===== config.mk =====
export PLATFORM = sky130hd
export DESIGN_NAME = rmp_unit
export DESIGN_NICKNAME = d
export VERILOG_FILES = /design/src/rmp_pkg.sv /design/src/rmp_unit.sv
export SDC_FILE = /design/constraint.sdc
export NUM_CORES = 2
export LEC_CHECK = 0
export BUFFER_PORTS_ARGS = -buffer_cell sky130_fd_sc_hd__buf_2
export CAP_MARGIN = 20
export CORE_ASPECT_RATIO = 1.25
export CORE_MARGIN = 10
export CORE_UTILIZATION = 58
export CTS_CLUSTER_SIZE = 24
export DETAILED_ROUTE_END_ITERATION = 8
export PLACE_DENSITY = 0.79
export SYNTH_ARGS = -nofsm -noshare
export SYNTH_HDL_FRONTEND = slang
export SYNTH_SLANG_ARGS = --single-unit

===== constraint.sdc =====
create_clock -name clk -period 13.8 [get_ports clk]
set_clock_uncertainty 0.05 [all_clocks]
set_input_delay 0.69 -clock clk [delete_from_list [all_inputs] [get_ports clk]]
set_output_delay 0.69 -clock clk [all_outputs]
set_load 0.03 [all_outputs]

===== src/rmp_pkg.sv =====
// constants for the region memory protection unit
package rmp_pkg;
  // register byte addresses on the private peripheral bus
  localparam logic [31:0] RMP_TYPE_ADDR = 32'hE000ED90;
  localparam logic [31:0] RMP_CTRL_ADDR = 32'hE000ED94;
  localparam logic [31:0] RMP_SEL_ADDR  = 32'hE000ED98;
  localparam logic [31:0] RMP_LAST_ADDR = 32'hE000EDB8;
  // reset and fixed read values
  localparam logic [31:0] RMP_TYPE_VAL  = 32'h00000800;
  localparam logic [31:0] RMP_RST_VAL   = 32'h00000000;
  localparam int          RMP_NREG      = 8;
  // bus size codes
  localparam logic [1:0]  RMP_SZ_BYTE   = 2'h0;
  localparam logic [1:0]  RMP_SZ_HALF   = 2'h1;
  localparam logic [1:0]  RMP_SZ_WORD   = 2'h2;
  // base address word fields
  localparam int          RMP_BASE_LSB  = 5;
  localparam int          RMP_VALID_BIT = 4;
  // attribute and size word fields
  localparam int          RMP_NOEX_BIT  = 28;
  localparam int          RMP_PERM_LSB  = 24;
  localparam int          RMP_TYPX_LSB  = 19;
  localparam int          RMP_S_BIT     = 18;
  localparam int          RMP_C_BIT     = 17;
  localparam int          RMP_B_BIT     = 16;
  localparam int          RMP_SUBD_LSB  = 8;
  localparam int          RMP_SIZE_LSB  = 1;
  localparam int          RMP_EN_BIT    = 0;
  localparam logic [31:0] RMP_ATTR_MASK = 32'h173FFF3F;
  // smallest size code that has subregions (256 bytes)
  localparam logic [4:0]  RMP_SUB_MIN   = 5'h07;
  // access permission codes
  localparam logic [2:0]  RMP_PM_NONE   = 3'h0;
  localparam logic [2:0]  RMP_PM_PRW    = 3'h1;
  localparam logic [2:0]  RMP_PM_URO    = 3'h2;
  localparam logic [2:0]  RMP_PM_FULL   = 3'h3;
  localparam logic [2:0]  RMP_PM_PRO    = 3'h5;
  // memory types
  typedef enum logic [1:0] {
    RMP_MT_SO     = 2'h0,
    RMP_MT_DEVICE = 2'h1,
    RMP_MT_NORMAL = 2'h2,
    RMP_MT_RSVD   = 2'h3
  } rmp_mtype_e;
endpackage : rmp_pkg


===== src/rmp_unit.sv =====
// region memory protection unit: register file and access checker
`timescale 1ns/1ps
`default_nettype none
// Summary of operation
// - eight regions numbered 0-7 plus a background region.
// - overlapping matches take the attributes of the highest numbered region.
// - background uses default map, privileged only; unprivileged misses fault.
// - one region table serves instruction fetches and data accesses.
// - a prohibited access raises a memory management fault.
// - attribute register takes byte, half or word; others aligned words only.
// - select, base, attribute plus three alias pairs program up to four regions.
// - base write with valid set takes the region number from the data.
// - select register at fixed address, base and attribute follow by words.
// - regions of 256 bytes or more split into eight disableable subregions.
// - disable bit zero is the lowest subregion; a set bit excludes it.
// - disabled subregion falls to other matching regions, else to the background region.
// - type, share, cache, permission and execute-never govern; missing permission faults.
// - memory type decoded from type extension, cacheable and bufferable bits.
// - shareable bit ignored for strongly ordered, device and reserved encodings.
// - type extension top bit set: normal memory with outer and inner policy.
// - cache and share codes are stored and reported, never change behaviour.
// - strongly ordered accesses are flagged for strict program order.
// - new settings apply from the next access; barriers are the software's part.
// - permission codes decode to none, priv rw, user ro, full, priv ro, ro.
// - cache policy codes: none, wb rw-alloc, wt no-alloc, wb no-alloc.
module rmp_unit
  import rmp_pkg::*;
(
  input  wire logic        clk,
  input  wire logic        nrst,
  // private peripheral bus register port
  input  wire logic        cfg_sel,
  input  wire logic        cfg_wr,
  input  wire logic [31:0] cfg_addr,
  input  wire logic [1:0]  cfg_size,
  input  wire logic [31:0] cfg_wdata,
  output logic      [31:0] cfg_rdata,
  output logic             cfg_ack,
  output logic             cfg_err,
  // access check from the core
  input  wire logic        acc_valid,
  input  wire logic [31:0] acc_addr,
  input  wire logic        acc_priv,
  input  wire logic        acc_write,
  input  wire logic        acc_instr,
  output logic             chk_done,
  output logic             chk_fault,
  output logic             chk_hit,
  output logic      [2:0]  chk_region,
  output logic      [1:0]  chk_mtype,
  output logic             chk_shareable,
  output logic      [3:0]  chk_cache,
  output logic             chk_strict
);
  import rmp_pkg::*;

  // is the address inside an enabled region and not in a disabled subregion
  function automatic logic reg_match(input logic [31:0] a, input logic [26:0] b,
                                     input logic [31:0] at);
    logic [4:0]  sz;
    logic [31:0] msk;
    logic [2:0]  sub;
    sz  = at[RMP_SIZE_LSB +: 5];
    msk = 32'hFFFFFFFF << (6'(sz) + 6'h01);
    sub = 3'((a >> (6'(sz) - 6'h02)) & 32'h00000007);
    reg_match = at[RMP_EN_BIT] && ((a & msk) == ({b, 5'h00} & msk));
    if (sz >= RMP_SUB_MIN && at[RMP_SUBD_LSB + 32'(sub)]) begin
      reg_match = 1'b0;
    end
  endfunction : reg_match

  // permission check from the three bit permission code
  function automatic logic pm_ok(input logic [2:0] pm, input logic pr, input logic wr);
    case (pm)
      RMP_PM_NONE: pm_ok = 1'b0;
      RMP_PM_PRW:  pm_ok = pr;
      RMP_PM_URO:  pm_ok = pr || !wr;
      RMP_PM_FULL: pm_ok = 1'b1;
      RMP_PM_PRO:  pm_ok = pr && !wr;
      3'h6, 3'h7:  pm_ok = !wr;
      default:     pm_ok = 1'b0; // reserved code treated as no access
    endcase
  endfunction : pm_ok

  // memory type from type extension, cacheable and bufferable
  function automatic rmp_mtype_e mtype(input logic [2:0] tx, input logic c, input logic b);
    if (tx[2]) begin
      mtype = RMP_MT_NORMAL;
    end else begin
      case ({tx[1:0], c, b})
        4'h0:    mtype = RMP_MT_SO;
        4'h1:    mtype = RMP_MT_DEVICE;
        4'h2, 4'h3, 4'h4, 4'h7: mtype = RMP_MT_NORMAL;
        4'h8:    mtype = RMP_MT_DEVICE;
        default: mtype = RMP_MT_RSVD;
      endcase
    end
  endfunction : mtype

  // default memory map type, used by the background region
  function automatic rmp_mtype_e dflt_type(input logic [31:0] a);
    case (a[31:29])
      3'h2, 3'h4, 3'h5: dflt_type = RMP_MT_DEVICE;
      3'h7:             dflt_type = RMP_MT_SO;
      default:          dflt_type = RMP_MT_NORMAL;
    endcase
  endfunction : dflt_type

  // region table, shared by fetch and data checks
  logic [26:0] base_r [RMP_NREG];
  logic [31:0] attr_r [RMP_NREG];
  logic [2:0]  sel_r;
  logic        en_r;
  logic [31:0] cfg_rdata_r;
  logic        cfg_ack_r;
  logic        cfg_err_r;

  // bus decode: word index from the select register
  logic [31:0] off;
  logic [3:0]  widx;
  logic        in_map;
  logic        is_attr;
  logic        is_base;
  logic        size_ok;
  logic [31:0] attr_nxt;
  assign off     = cfg_addr - RMP_SEL_ADDR;
  assign widx    = off[5:2];
  assign in_map  = cfg_addr >= RMP_TYPE_ADDR && cfg_addr <= (RMP_LAST_ADDR + 32'h00000003);
  assign is_attr = cfg_addr >= RMP_SEL_ADDR && widx != 4'h0 && !widx[0];
  assign is_base = cfg_addr >= RMP_SEL_ADDR && widx[0];

  // word registers need aligned words; attributes also take bytes and halves
  always_comb begin
    size_ok = (cfg_size == RMP_SZ_WORD) && (cfg_addr[1:0] == 2'h0);
    if (is_attr) begin
      size_ok = (cfg_size == RMP_SZ_BYTE) ||
                (cfg_size == RMP_SZ_HALF && !cfg_addr[0]) || size_ok;
    end
  end

  // merge the written byte lanes into the selected attribute word
  always_comb begin
    attr_nxt = attr_r[sel_r];
    for (int i = 0; i < 4; i++) begin
      if (cfg_size == RMP_SZ_WORD ||
          (cfg_size == RMP_SZ_HALF && cfg_addr[1] == i[1]) ||
          (cfg_size == RMP_SZ_BYTE && cfg_addr[1:0] == i[1:0])) begin
        attr_nxt[i*8 +: 8] = cfg_wdata[i*8 +: 8];
      end
    end
    attr_nxt = attr_nxt & RMP_ATTR_MASK; // fields are stored, never acted on beyond use
  end

  logic wr_ok;
  assign wr_ok = cfg_sel && cfg_wr && in_map && size_ok;

  // region select and global enable; a valid base write redirects the select
  always_ff @(posedge clk or negedge nrst) begin
    if (!nrst) begin
      sel_r <= 3'h0;
      en_r  <= 1'b0;
    end else if (wr_ok) begin
      if (cfg_addr == RMP_CTRL_ADDR) begin
        en_r <= cfg_wdata[0];
      end
      if (cfg_addr == RMP_SEL_ADDR) begin
        sel_r <= cfg_wdata[2:0];
      end
      if (is_base && cfg_wdata[RMP_VALID_BIT]) begin
        sel_r <= cfg_wdata[2:0];
      end
    end
  end

  // region table writes through the main pair or any alias pair
  always_ff @(posedge clk or negedge nrst) begin
    if (!nrst) begin
      for (int i = 0; i < RMP_NREG; i++) begin
        base_r[i] <= 27'h0000000;
        attr_r[i] <= RMP_RST_VAL;
      end
    end else if (wr_ok && is_base) begin
      if (cfg_wdata[RMP_VALID_BIT]) begin
        base_r[cfg_wdata[2:0]] <= cfg_wdata[31:RMP_BASE_LSB];
      end else begin
        base_r[sel_r] <= cfg_wdata[31:RMP_BASE_LSB];
      end
    end else if (wr_ok && is_attr) begin
      attr_r[sel_r] <= attr_nxt;
    end
  end

  // one cycle register answer; bad size or unmapped address answers with error
  always_ff @(posedge clk or negedge nrst) begin
    if (!nrst) begin
      cfg_ack_r   <= 1'b0;
      cfg_err_r   <= 1'b0;
      cfg_rdata_r <= RMP_RST_VAL;
    end else begin
      cfg_ack_r   <= cfg_sel;
      cfg_err_r   <= cfg_sel && !(in_map && size_ok);
      cfg_rdata_r <= RMP_RST_VAL;
      if (cfg_sel && !cfg_wr && in_map && size_ok) begin
        if (cfg_addr == RMP_TYPE_ADDR) begin
          cfg_rdata_r <= RMP_TYPE_VAL;
        end else if (cfg_addr == RMP_CTRL_ADDR) begin
          cfg_rdata_r <= {31'h00000000, en_r};
        end else if (cfg_addr == RMP_SEL_ADDR) begin
          cfg_rdata_r <= {29'h00000000, sel_r};
        end else if (is_base) begin
          cfg_rdata_r <= {base_r[sel_r], 2'h0, sel_r};
        end else begin
          cfg_rdata_r <= attr_r[sel_r];
        end
      end
    end
  end

  // search all regions; a later, higher numbered match overrides
  logic [7:0]  match_c;
  logic        hit_c;
  logic [2:0]  hreg_c;
  logic [31:0] hattr_c;
  always_comb begin
    hit_c   = 1'b0;
    hreg_c  = 3'h0;
    hattr_c = RMP_RST_VAL;
    for (int i = 0; i < RMP_NREG; i++) begin
      match_c[i] = reg_match(acc_addr, base_r[i], attr_r[i]);
      if (match_c[i]) begin
        hit_c   = 1'b1;
        hreg_c  = 3'(i);
        hattr_c = attr_r[i];
      end
    end
  end

  // outcome of the check for the access presented this cycle
  rmp_mtype_e mt_c;
  logic       fault_c;
  logic       share_c;
  logic [3:0] cache_c;
  always_comb begin
    mt_c    = dflt_type(acc_addr);
    fault_c = 1'b0;
    share_c = 1'b0;
    cache_c = 4'h0;
    if (en_r && hit_c) begin
      mt_c    = mtype(hattr_c[RMP_TYPX_LSB +: 3], hattr_c[RMP_C_BIT], hattr_c[RMP_B_BIT]);
      fault_c = !pm_ok(hattr_c[RMP_PERM_LSB +: 3], acc_priv, acc_write) ||
                (acc_instr && hattr_c[RMP_NOEX_BIT]);
      share_c = (mt_c == RMP_MT_NORMAL) && hattr_c[RMP_S_BIT];
      cache_c = hattr_c[RMP_TYPX_LSB + 2] ?
                {hattr_c[RMP_TYPX_LSB +: 2], hattr_c[RMP_C_BIT], hattr_c[RMP_B_BIT]} :
                {2'h0, hattr_c[RMP_C_BIT], hattr_c[RMP_B_BIT]};
    end else if (en_r) begin
      fault_c = !acc_priv;
    end
  end

  // registered check result; settings written before the access are in force
  always_ff @(posedge clk or negedge nrst) begin
    if (!nrst) begin
      chk_done      <= 1'b0;
      chk_fault     <= 1'b0;
      chk_hit       <= 1'b0;
      chk_region    <= 3'h0;
      chk_mtype     <= RMP_MT_SO;
      chk_shareable <= 1'b0;
      chk_cache     <= 4'h0;
      chk_strict    <= 1'b0;
    end else begin
      chk_done      <= acc_valid;
      chk_fault     <= acc_valid && fault_c;
      chk_hit       <= acc_valid && en_r && hit_c;
      chk_region    <= hreg_c;
      chk_mtype     <= mt_c;
      chk_shareable <= share_c;
      chk_cache     <= cache_c;
      chk_strict    <= mt_c == RMP_MT_SO;
    end
  end

  assign cfg_rdata = cfg_rdata_r;
  assign cfg_ack   = cfg_ack_r;
  assign cfg_err   = cfg_err_r;

  // checks on the design's own behaviour
  property p_unpriv_miss;
    @(posedge clk) disable iff (!nrst)
    acc_valid && en_r && !hit_c && !acc_priv |=> chk_fault && !chk_hit;
  endproperty
  a_unpriv_miss: assert property (p_unpriv_miss) else $error("unprivileged miss no fault");

  property p_top_wins;
    @(posedge clk) disable iff (!nrst)
    acc_valid && en_r && match_c[7] |=> chk_hit && chk_region == 3'h7;
  endproperty
  a_top_wins: assert property (p_top_wins) else $error("region 7 did not win");

  property p_noex_fault;
    @(posedge clk) disable iff (!nrst)
    acc_valid && en_r && hit_c && acc_instr && hattr_c[RMP_NOEX_BIT] |=> chk_fault;
  endproperty
  a_noex_fault: assert property (p_noex_fault) else $error("fetch from no-exec region allowed");

  property p_pm_none;
    @(posedge clk) disable iff (!nrst)
    acc_valid && en_r && hit_c && hattr_c[RMP_PERM_LSB +: 3] == RMP_PM_NONE |=> chk_fault;
  endproperty
  a_pm_none: assert property (p_pm_none) else $error("no access code allowed access");

  property p_word_only;
    @(posedge clk) disable iff (!nrst)
    cfg_sel && !is_attr && cfg_size != RMP_SZ_WORD |=> cfg_ack && cfg_err;
  endproperty
  a_word_only: assert property (p_word_only) else $error("narrow access not refused");

  property p_valid_sel;
    @(posedge clk) disable iff (!nrst)
    wr_ok && is_base && cfg_wdata[RMP_VALID_BIT] |=> sel_r == $past(cfg_wdata[2:0]);
  endproperty
  a_valid_sel: assert property (p_valid_sel) else $error("valid base did not select");

  property p_share_ign;
    @(posedge clk) disable iff (!nrst)
    chk_done && chk_mtype != RMP_MT_NORMAL |-> !chk_shareable;
  endproperty
  a_share_ign: assert property (p_share_ign) else $error("shareable on non-normal");

  property p_strict;
    @(posedge clk) disable iff (!nrst)
    chk_done |-> chk_strict == (chk_mtype == RMP_MT_SO);
  endproperty
  a_strict: assert property (p_strict) else $error("strict order flag wrong");

  property p_off_nofault;
    @(posedge clk) disable iff (!nrst)
    acc_valid && !en_r |=> chk_done && !chk_fault && !chk_hit;
  endproperty
  a_off_nofault: assert property (p_off_nofault) else $error("fault while unit off");

  property p_read_back;
    @(posedge clk) disable iff (!nrst)
    cfg_sel && !cfg_wr && is_base && in_map && size_ok |=>
      cfg_rdata[31:5] == $past(base_r[sel_r]);
  endproperty
  a_read_back: assert property (p_read_back) else $error("base read mismatch");

endmodule : rmp_unit
`default_nettype wire


After elaboration in Yosys (flattened, before gate mapping)
Index checks and enable logic that the tools add are counted.
{"block": "totals", "inputBits": 106, "elab_cells": 311, "output_inout_bits": 48, "ff_bits": 524}
{"block": "classes", "add_sub_neg": 25, "muxes": 87, "shifts": 16, "n_reduce_logical": 78, "bitwise": 20, "n_eq_ne": 33, "order_cmp": 23}
{"op": "32-bit bitwise AND", "n": 16}
{"op": "216-bit bitwise mux", "n": 2}
{"op": "256-bit bitwise mux", "n": 1}
{"op": "32-bit == test", "n": 8}
{"op": "32-bit two-way mux", "n": 8}
{"op": "32-bit by 6-bit << shifter with 32-bit output (first input constant)", "n": 8}
{"op": "32-bit by 6-bit right shift with 3-bit output", "n": 8}
{"op": "29-bit two-way mux", "n": 8}
{"op": "216-bit two-way mux", "n": 1}
{"op": "27-bit demux with 3-bit select", "n": 2}
{"op": "27-bit two-way mux", "n": 4}
{"op": "32-bit binary-select mux with 3-bit select", "n": 1}
{"op": "32-bit demux with 3-bit select", "n": 1}
{"op": "32-bit == test (second input constant)", "n": 3}
{"op": "27-bit binary-select mux with 3-bit select", "n": 1}
{"op": "32-bit greater-or-equal comparator (second input constant)", "n": 2}
{"op": "5-bit by 1-bit adder with 6-bit output (second input constant)", "n": 8}
{"op": "1-bit logical AND", "n": 48}
{"op": "5-bit by 6-bit less-than comparator with 1-bit output (second input constant)", "n": 8}
{"op": "5-bit by 2-bit subtractor with 6-bit output (second input constant)", "n": 8}
{"op": "4-bit by 3-bit adder with 5-bit output (first input constant)", "n": 8}
{"op": "1-bit binary-select mux with 5-bit select", "n": 8}
{"op": "5-bit by 3-bit greater-or-equal comparator with 1-bit output (second input constant)", "n": 8}
{"op": "32-bit less-or-equal comparator (second input constant)", "n": 1}
{"op": "other kinds (34)", "n": 111}

Longest topological paths before layout
{"block": "depth", "depth_word": 23, "ltp_mapped": 21, "ltp_nobuf": 17}

Worst setup path before layout
No wires, ideal clock.
{"block": "synth_path", "path_kind": "flip-flop to flip-flop", "startpoint": "register attr_r[2] (netlist bit)", "endpoint": "register chk_shareable", "arrival_time_ps": 4372, "slack_ps": 9298, "t_required_ps": 13670, "stages_incl_launch_ff": 21, "path_buffers": 4, "period_less_slack_ps": 4502, "setup_ps": 80, "path_cell_list": "dfrtp_1 > buf_6 > buf_12 > inv_2 > ha_1 > clkbuf_2 > xnor2_1 > buf_2 > nand2_1 > o2111ai_1 > nor3_1 > o31ai_2 > mux2i_1 > nor3_1 > nor4_2 > mux2_4 > nor4_2 > o2bb2ai_2 > o221ai_2 > o21a_1 > nor3_2"}
{"block": "synth_between", "elab_chain_len": 16, "word_cells_on_any_way": 32, "classes_between": "add/sub (3); order compare (1); eq/ne (8); shift (2); mux (9); bitwise (2); reduce/logical (7)"}
{"element": "start: declaration", "line": "rmp_unit.sv:111", "text": "logic [31:0] attr_r [RMP_NREG];"}
{"element": "start signal: indexed assignment", "line": "rmp_unit.sv:189", "text": "attr_r[sel_r] <= attr_nxt;"}
{"element": "5-bit by 2-bit subtractor with 6-bit output", "line": "rmp_unit.sv:65", "text": "sub = 3'((a >> (6'(sz) - 6'h02)) & 32'h00000007);"}
{"element": "32-bit by 6-bit right shift with 3-bit output", "line": "rmp_unit.sv:65"}
{"element": "4-bit by 3-bit adder with 5-bit output", "line": "rmp_unit.sv:67", "text": "if (sz >= RMP_SUB_MIN && at[RMP_SUBD_LSB + 32'(sub)]) begin"}
{"element": "1-bit binary-select mux with 5-bit select", "line": "rmp_unit.sv:67"}
{"element": "1-bit two-way mux (implied by the code)", "line": "rmp_unit.sv:67"}
{"element": "1-bit logical AND", "line": "rmp_unit.sv:67"}
{"element": "1-bit two-way mux *", "line": "rmp_unit.sv:67"}
{"element": "29-bit two-way mux", "line": "rmp_unit.sv:230", "text": "if (match_c[i]) begin"}
{"element": "4-bit by 2-bit == test with 1-bit output, or another cell as far along", "line": "rmp_unit.sv:90", "text": "case ({tx[1:0], c, b})"}
{"element": "4-bit OR reduction or 2-bit OR reduction (tied branches)"}
{"element": "2-bit one-hot mux with 3 select lines", "line": "rmp_unit.sv:90"}
{"element": "2-bit two-way mux", "line": "rmp_unit.sv:87", "text": "if (tx[2]) begin"}
{"element": "2-bit two-way mux", "line": "rmp_unit.sv:248", "text": "if (en_r && hit_c) begin"}
{"element": "2-bit == test", "line": "rmp_unit.sv:252", "text": "share_c = (mt_c == RMP_MT_NORMAL) && hattr_c[RMP_S_BIT];"}
{"element": "1-bit logical AND", "line": "rmp_unit.sv:252"}
{"element": "1-bit two-way mux *", "line": "rmp_unit.sv:248"}
{"element": "named net share_c", "line": "rmp_unit.sv:241", "text": "logic share_c;"}
{"element": "end signal: assignment", "line": "rmp_unit.sv:278", "text": "chk_shareable <= share_c;"}
{"element": "end: declaration", "line": "rmp_unit.sv:51", "text": "output logic chk_shareable,"}
The timed path passes the listed nets; every way through them passes the cells marked *. The select of a mux whose other input is x is not followed.
A chain may end at the register's enable or synchronous reset.

Worst setup path after layout
Same ends and word-level chain as after synthesis.

==> impl_metrics.py <==
metrics = {
    "pwr": {
        "p_int_mw": 2.21,
        "power_frac_comb": 0.103,
        "clockPowerShare": 0.452,
        "p_seq_frac": 0.444,
        "total_power_mw": 3.04,
        "p_sw_frac": 0.272,
        "power_density_nw_per_um2": 83.6,
        "vdd_drop_max_mv": 0.125,
        "switchingPower_mw": 0.826,
        "leakagePower_nw": 15.2,
    },
    "worst_setup_path": {
        "slowest_stage": "dfrtp_2",
        "path_buf_inv": 2,
        "cpLargestDelayFamily": "compound AO/OA/AOI/OAI gates",
        "crit_path_max_fanout": 41,
        "r2r_start": "attr_r[2]",
        "regToRegSetupSlack_ns": 7.21,
        "critPathMaxStageDelay_ns": 1.02,
        "path_class": "reg -> reg",
        "rr_endpoint": "chk_shareable",
        "critPathLaunchType": "flop",
        "crit_start": "attr_r[2]",
        "worstPathArrival_ns": 7.08,
        "critPathCaptureType": "flop",
        "ff2ff_path_depth": 16,
        "crit_top_cell": "ha_1",
        "critical_path_required_ns": 14.30,
        "path_cells": "ha_1 > inv_1 > ha_1 > nor2b_1 > o21ai_0 > a2111oi_0 > nand4_1 > nor3_1 > o22ai_1 > nor4_4 > buf_4 > nor2_1 > a31oi_1 > o221ai_2 > o21a_1 > nor3_2",
    },
    "synth": {
        "yosysMostFrequentCell": "dfrtp_1",
        "syn-mean-instance-area_sq_um": 9.60,
        "synthArstFlopShare": 1.00,
        "seq_area_frac_synth": 0.340,
        "synth_largest_area_cell": "dfrtp_1",
        "syn_area_sq_um": 33900,
        "synthTopCellsByArea": "dfrtp_1, mux2_2, mux4_2, mux2i_1, o22ai_1",
        "syn_inst": 3532,
        "ys_warn_count": 0,
        "synth-seq-cells": 460,
        "synth_fp_nets": 3688,
        "synth_commonest_cells": "dfrtp_1, nand2_1, o21ai_0, mux2_2, o22ai_1",
        "synthDistinctLibCells": 118,
        "yosys.area.top_type_share": 0.340,
        "synth-edff-count": 0,
        "ys.flop_type": "dfrtp_1",
    },
    "die": {
        "die_w_um": 236,
        "io_pins": 154,
        "floorplan.initialDensity": 0.583,
        "fp.coreArea_sq_um": 58100,
        "dieArea_sq_um": 68600,
        "dieHeight_um": 290,
        "num_rows": 99,
    },
    "clocking": {
        "post_cts_buffers": 0,
        "clk_pin_slew_ns": 0.07,
        "numCtsBuffers": 46,
        "cts_sinks": 460,
        "cts_resized": 0,
        "cts_tree": "yes",
        "cts_root_buf": "clkbuf_16",
        "cts.path.max_buffers": 3,
        "cts-htree-levels": 2,
        "ctsHoldBuffers": 0,
        "insertion_delay_ns": 0.62,
    },
    "drt": {
        "drtIter0Drc": 4856,
        "drcViolationCount": 0,
        "vias_per_cell": 7.48,
        "wl_per_cell_um": 33.4,
        "dr_wl_met3_mm": 20.9,
        "routed_wl_mm": 143,
        "dr.pass1.iters": 8,
        "antenna_left": 0,
        "highest-signal-layer": "met5",
        "wl_met2_mm": 60.1,
        "wl_met1_mm": 49.6,
        "via_count": 32000,
    },
    "final_layout": {
        "final_nets": 3636,
        "area_growth_pct": 7.19,
        "drive_gt1_frac": 0.214,
        "instances_no_fill": 4279,
    },
    "global_route": {
        "grt_overflow": 0,
        "grt_pass1_vias": 30800,
        "grt_max_degree": 150,
        "grt_pass1_wl_mm": 206,
        "antenna_found_initial": 14,
        "gr-usage-all-layers": 0.400,
    },
    "flow_run": {
        "cap_violations": 0,
    },
    "sta": {
        "slew_viol_final": 0,
        "setup_violations": 0,
        "hold_viol": 0,
        "tns_ns": 0,
        "worst_slew_pin_slew_ns": 1.23,
        "rsz0062_at_grt": "no",
        "slew_headroom": 0.172,
        "period_minus_slack_ns": 6.59,
        "fmax_ghz": 0.152,
        "post-route-period-util": 0.477,
    },
    "placement": {
        "dp_hpwl_mm": 97.5,
        "portBuffers": 153,
        "gp_congestion": 1.10,
        "dp.cells": 4187,
    },
    "worst_hold_path": {
        "worstHoldPathType": "in -> async",
    },
    "run_status": {
        "status": "complete, no violations",
    },
}
[worst max-delay path by stage]
stage	endpoint	cells after the start
2_1_floorplan	chk_shareable	20
3_3_place_gp	chk_shareable	16
3_5_place_dp	chk_shareable	16
4_1_cts	chk_shareable	16
5_1_grt	chk_fault	17
6_report	chk_shareable	16
[flip-flops by register name, summed over array words and instances (netlist names)]
name	count
attr_r	192
base_r	216
cfg_ack	1
cfg_err	1
cfg_rdata	32
chk_cache	4
chk_done	1
chk_fault	1
chk_hit	1
chk_mtype	2
chk_region	3
chk_shareable	1
chk_strict	1
en_r	1
sel_r	3
[cell families (layout without fill, tap and decap cells)]
group | after synthesis | count (layout) | share of synthesized area
AOI/OAI and AO/OA | 914 | 914 | 0.176
xor gates and xnor gates | 264 | 264 | 0.0691
adders and majority gates | 51 | 51 | 0.0188
buffers and inverters | 407 | 391 | 0.0532
DFF | 460 | 460 | 0.340
muxes | 561 | 561 | 0.219
other | 0 | 6 | 0
and+or+nand+nor | 875 | 875 | 0.125
[routing by layer]
metal,vias to the layer above,GRT usage
met1,15400,0.484
met2,2801,0.585
met3,776,0.145
li1,13000,-
met5,-,0
met4,16,0.274
[power by group through the flow]
stage / registers, mW / clock network, mW / logic [mW]
after global placement: 1.38 / 0 / 0.292
after global routing: 1.35 / 1.42 / 0.319
after floorplan: 1.38 / 0 / 0.145
final: 1.35 / 1.37 / 0.314
after detailed placement: 1.37 / 0 / 0.294
after CTS: 1.35 / 1.36 / 0.296
[metrics by stage]
step	area [sq um]	hold WS (ns)	setup WS (ns)	util
after global placement	34700	0.431	8.05	0.597
after detailed placement	34700	0.443	7.91	0.597
after global routing	36300	0.153	7.07	0.625
final	36300	0.0798	7.21	0.625
after floorplan	33900	0.344	9.30	-
after CTS	36300	0.123	7.91	0.625
[layout by cell type (no fill, tap or decap), types with 18 or more instances in the layout]
cell type,count
nand3_1,65
a31oi_1,30
o211ai_1,23
nand4_1,21
dfrtp_1,456
buf_2,152
nor4_1,39
o22ai_1,229
xor2_1,110
nand2b_1,30
buf_4,66
ha_1,50
nor3_1,40
mux2i_1,187
clkbuf_16,47
a21oi_1,121
nand2_1,349
inv_1,81
nor2b_1,26
o21ai_0,266
nor2_1,166
a22oi_1,25
mux4_2,118
and2_1,18
or4_1,31
mux2_2,250
xnor2_1,150
[area by class of cell]
type / instances / area, sq um
repair buffers: 220 / 1290
inverters: 87 / 327
clock buffers: 62 / 1320
diodes: 6 / 15.0
fillers: 4873 / 21800
multi-input cells: 2665 / 20600
flip-flops and latches: 460 / 11500
well taps: 757 / 947
clock inverters: 22 / 290
Power figures use the tool's default switching activity.
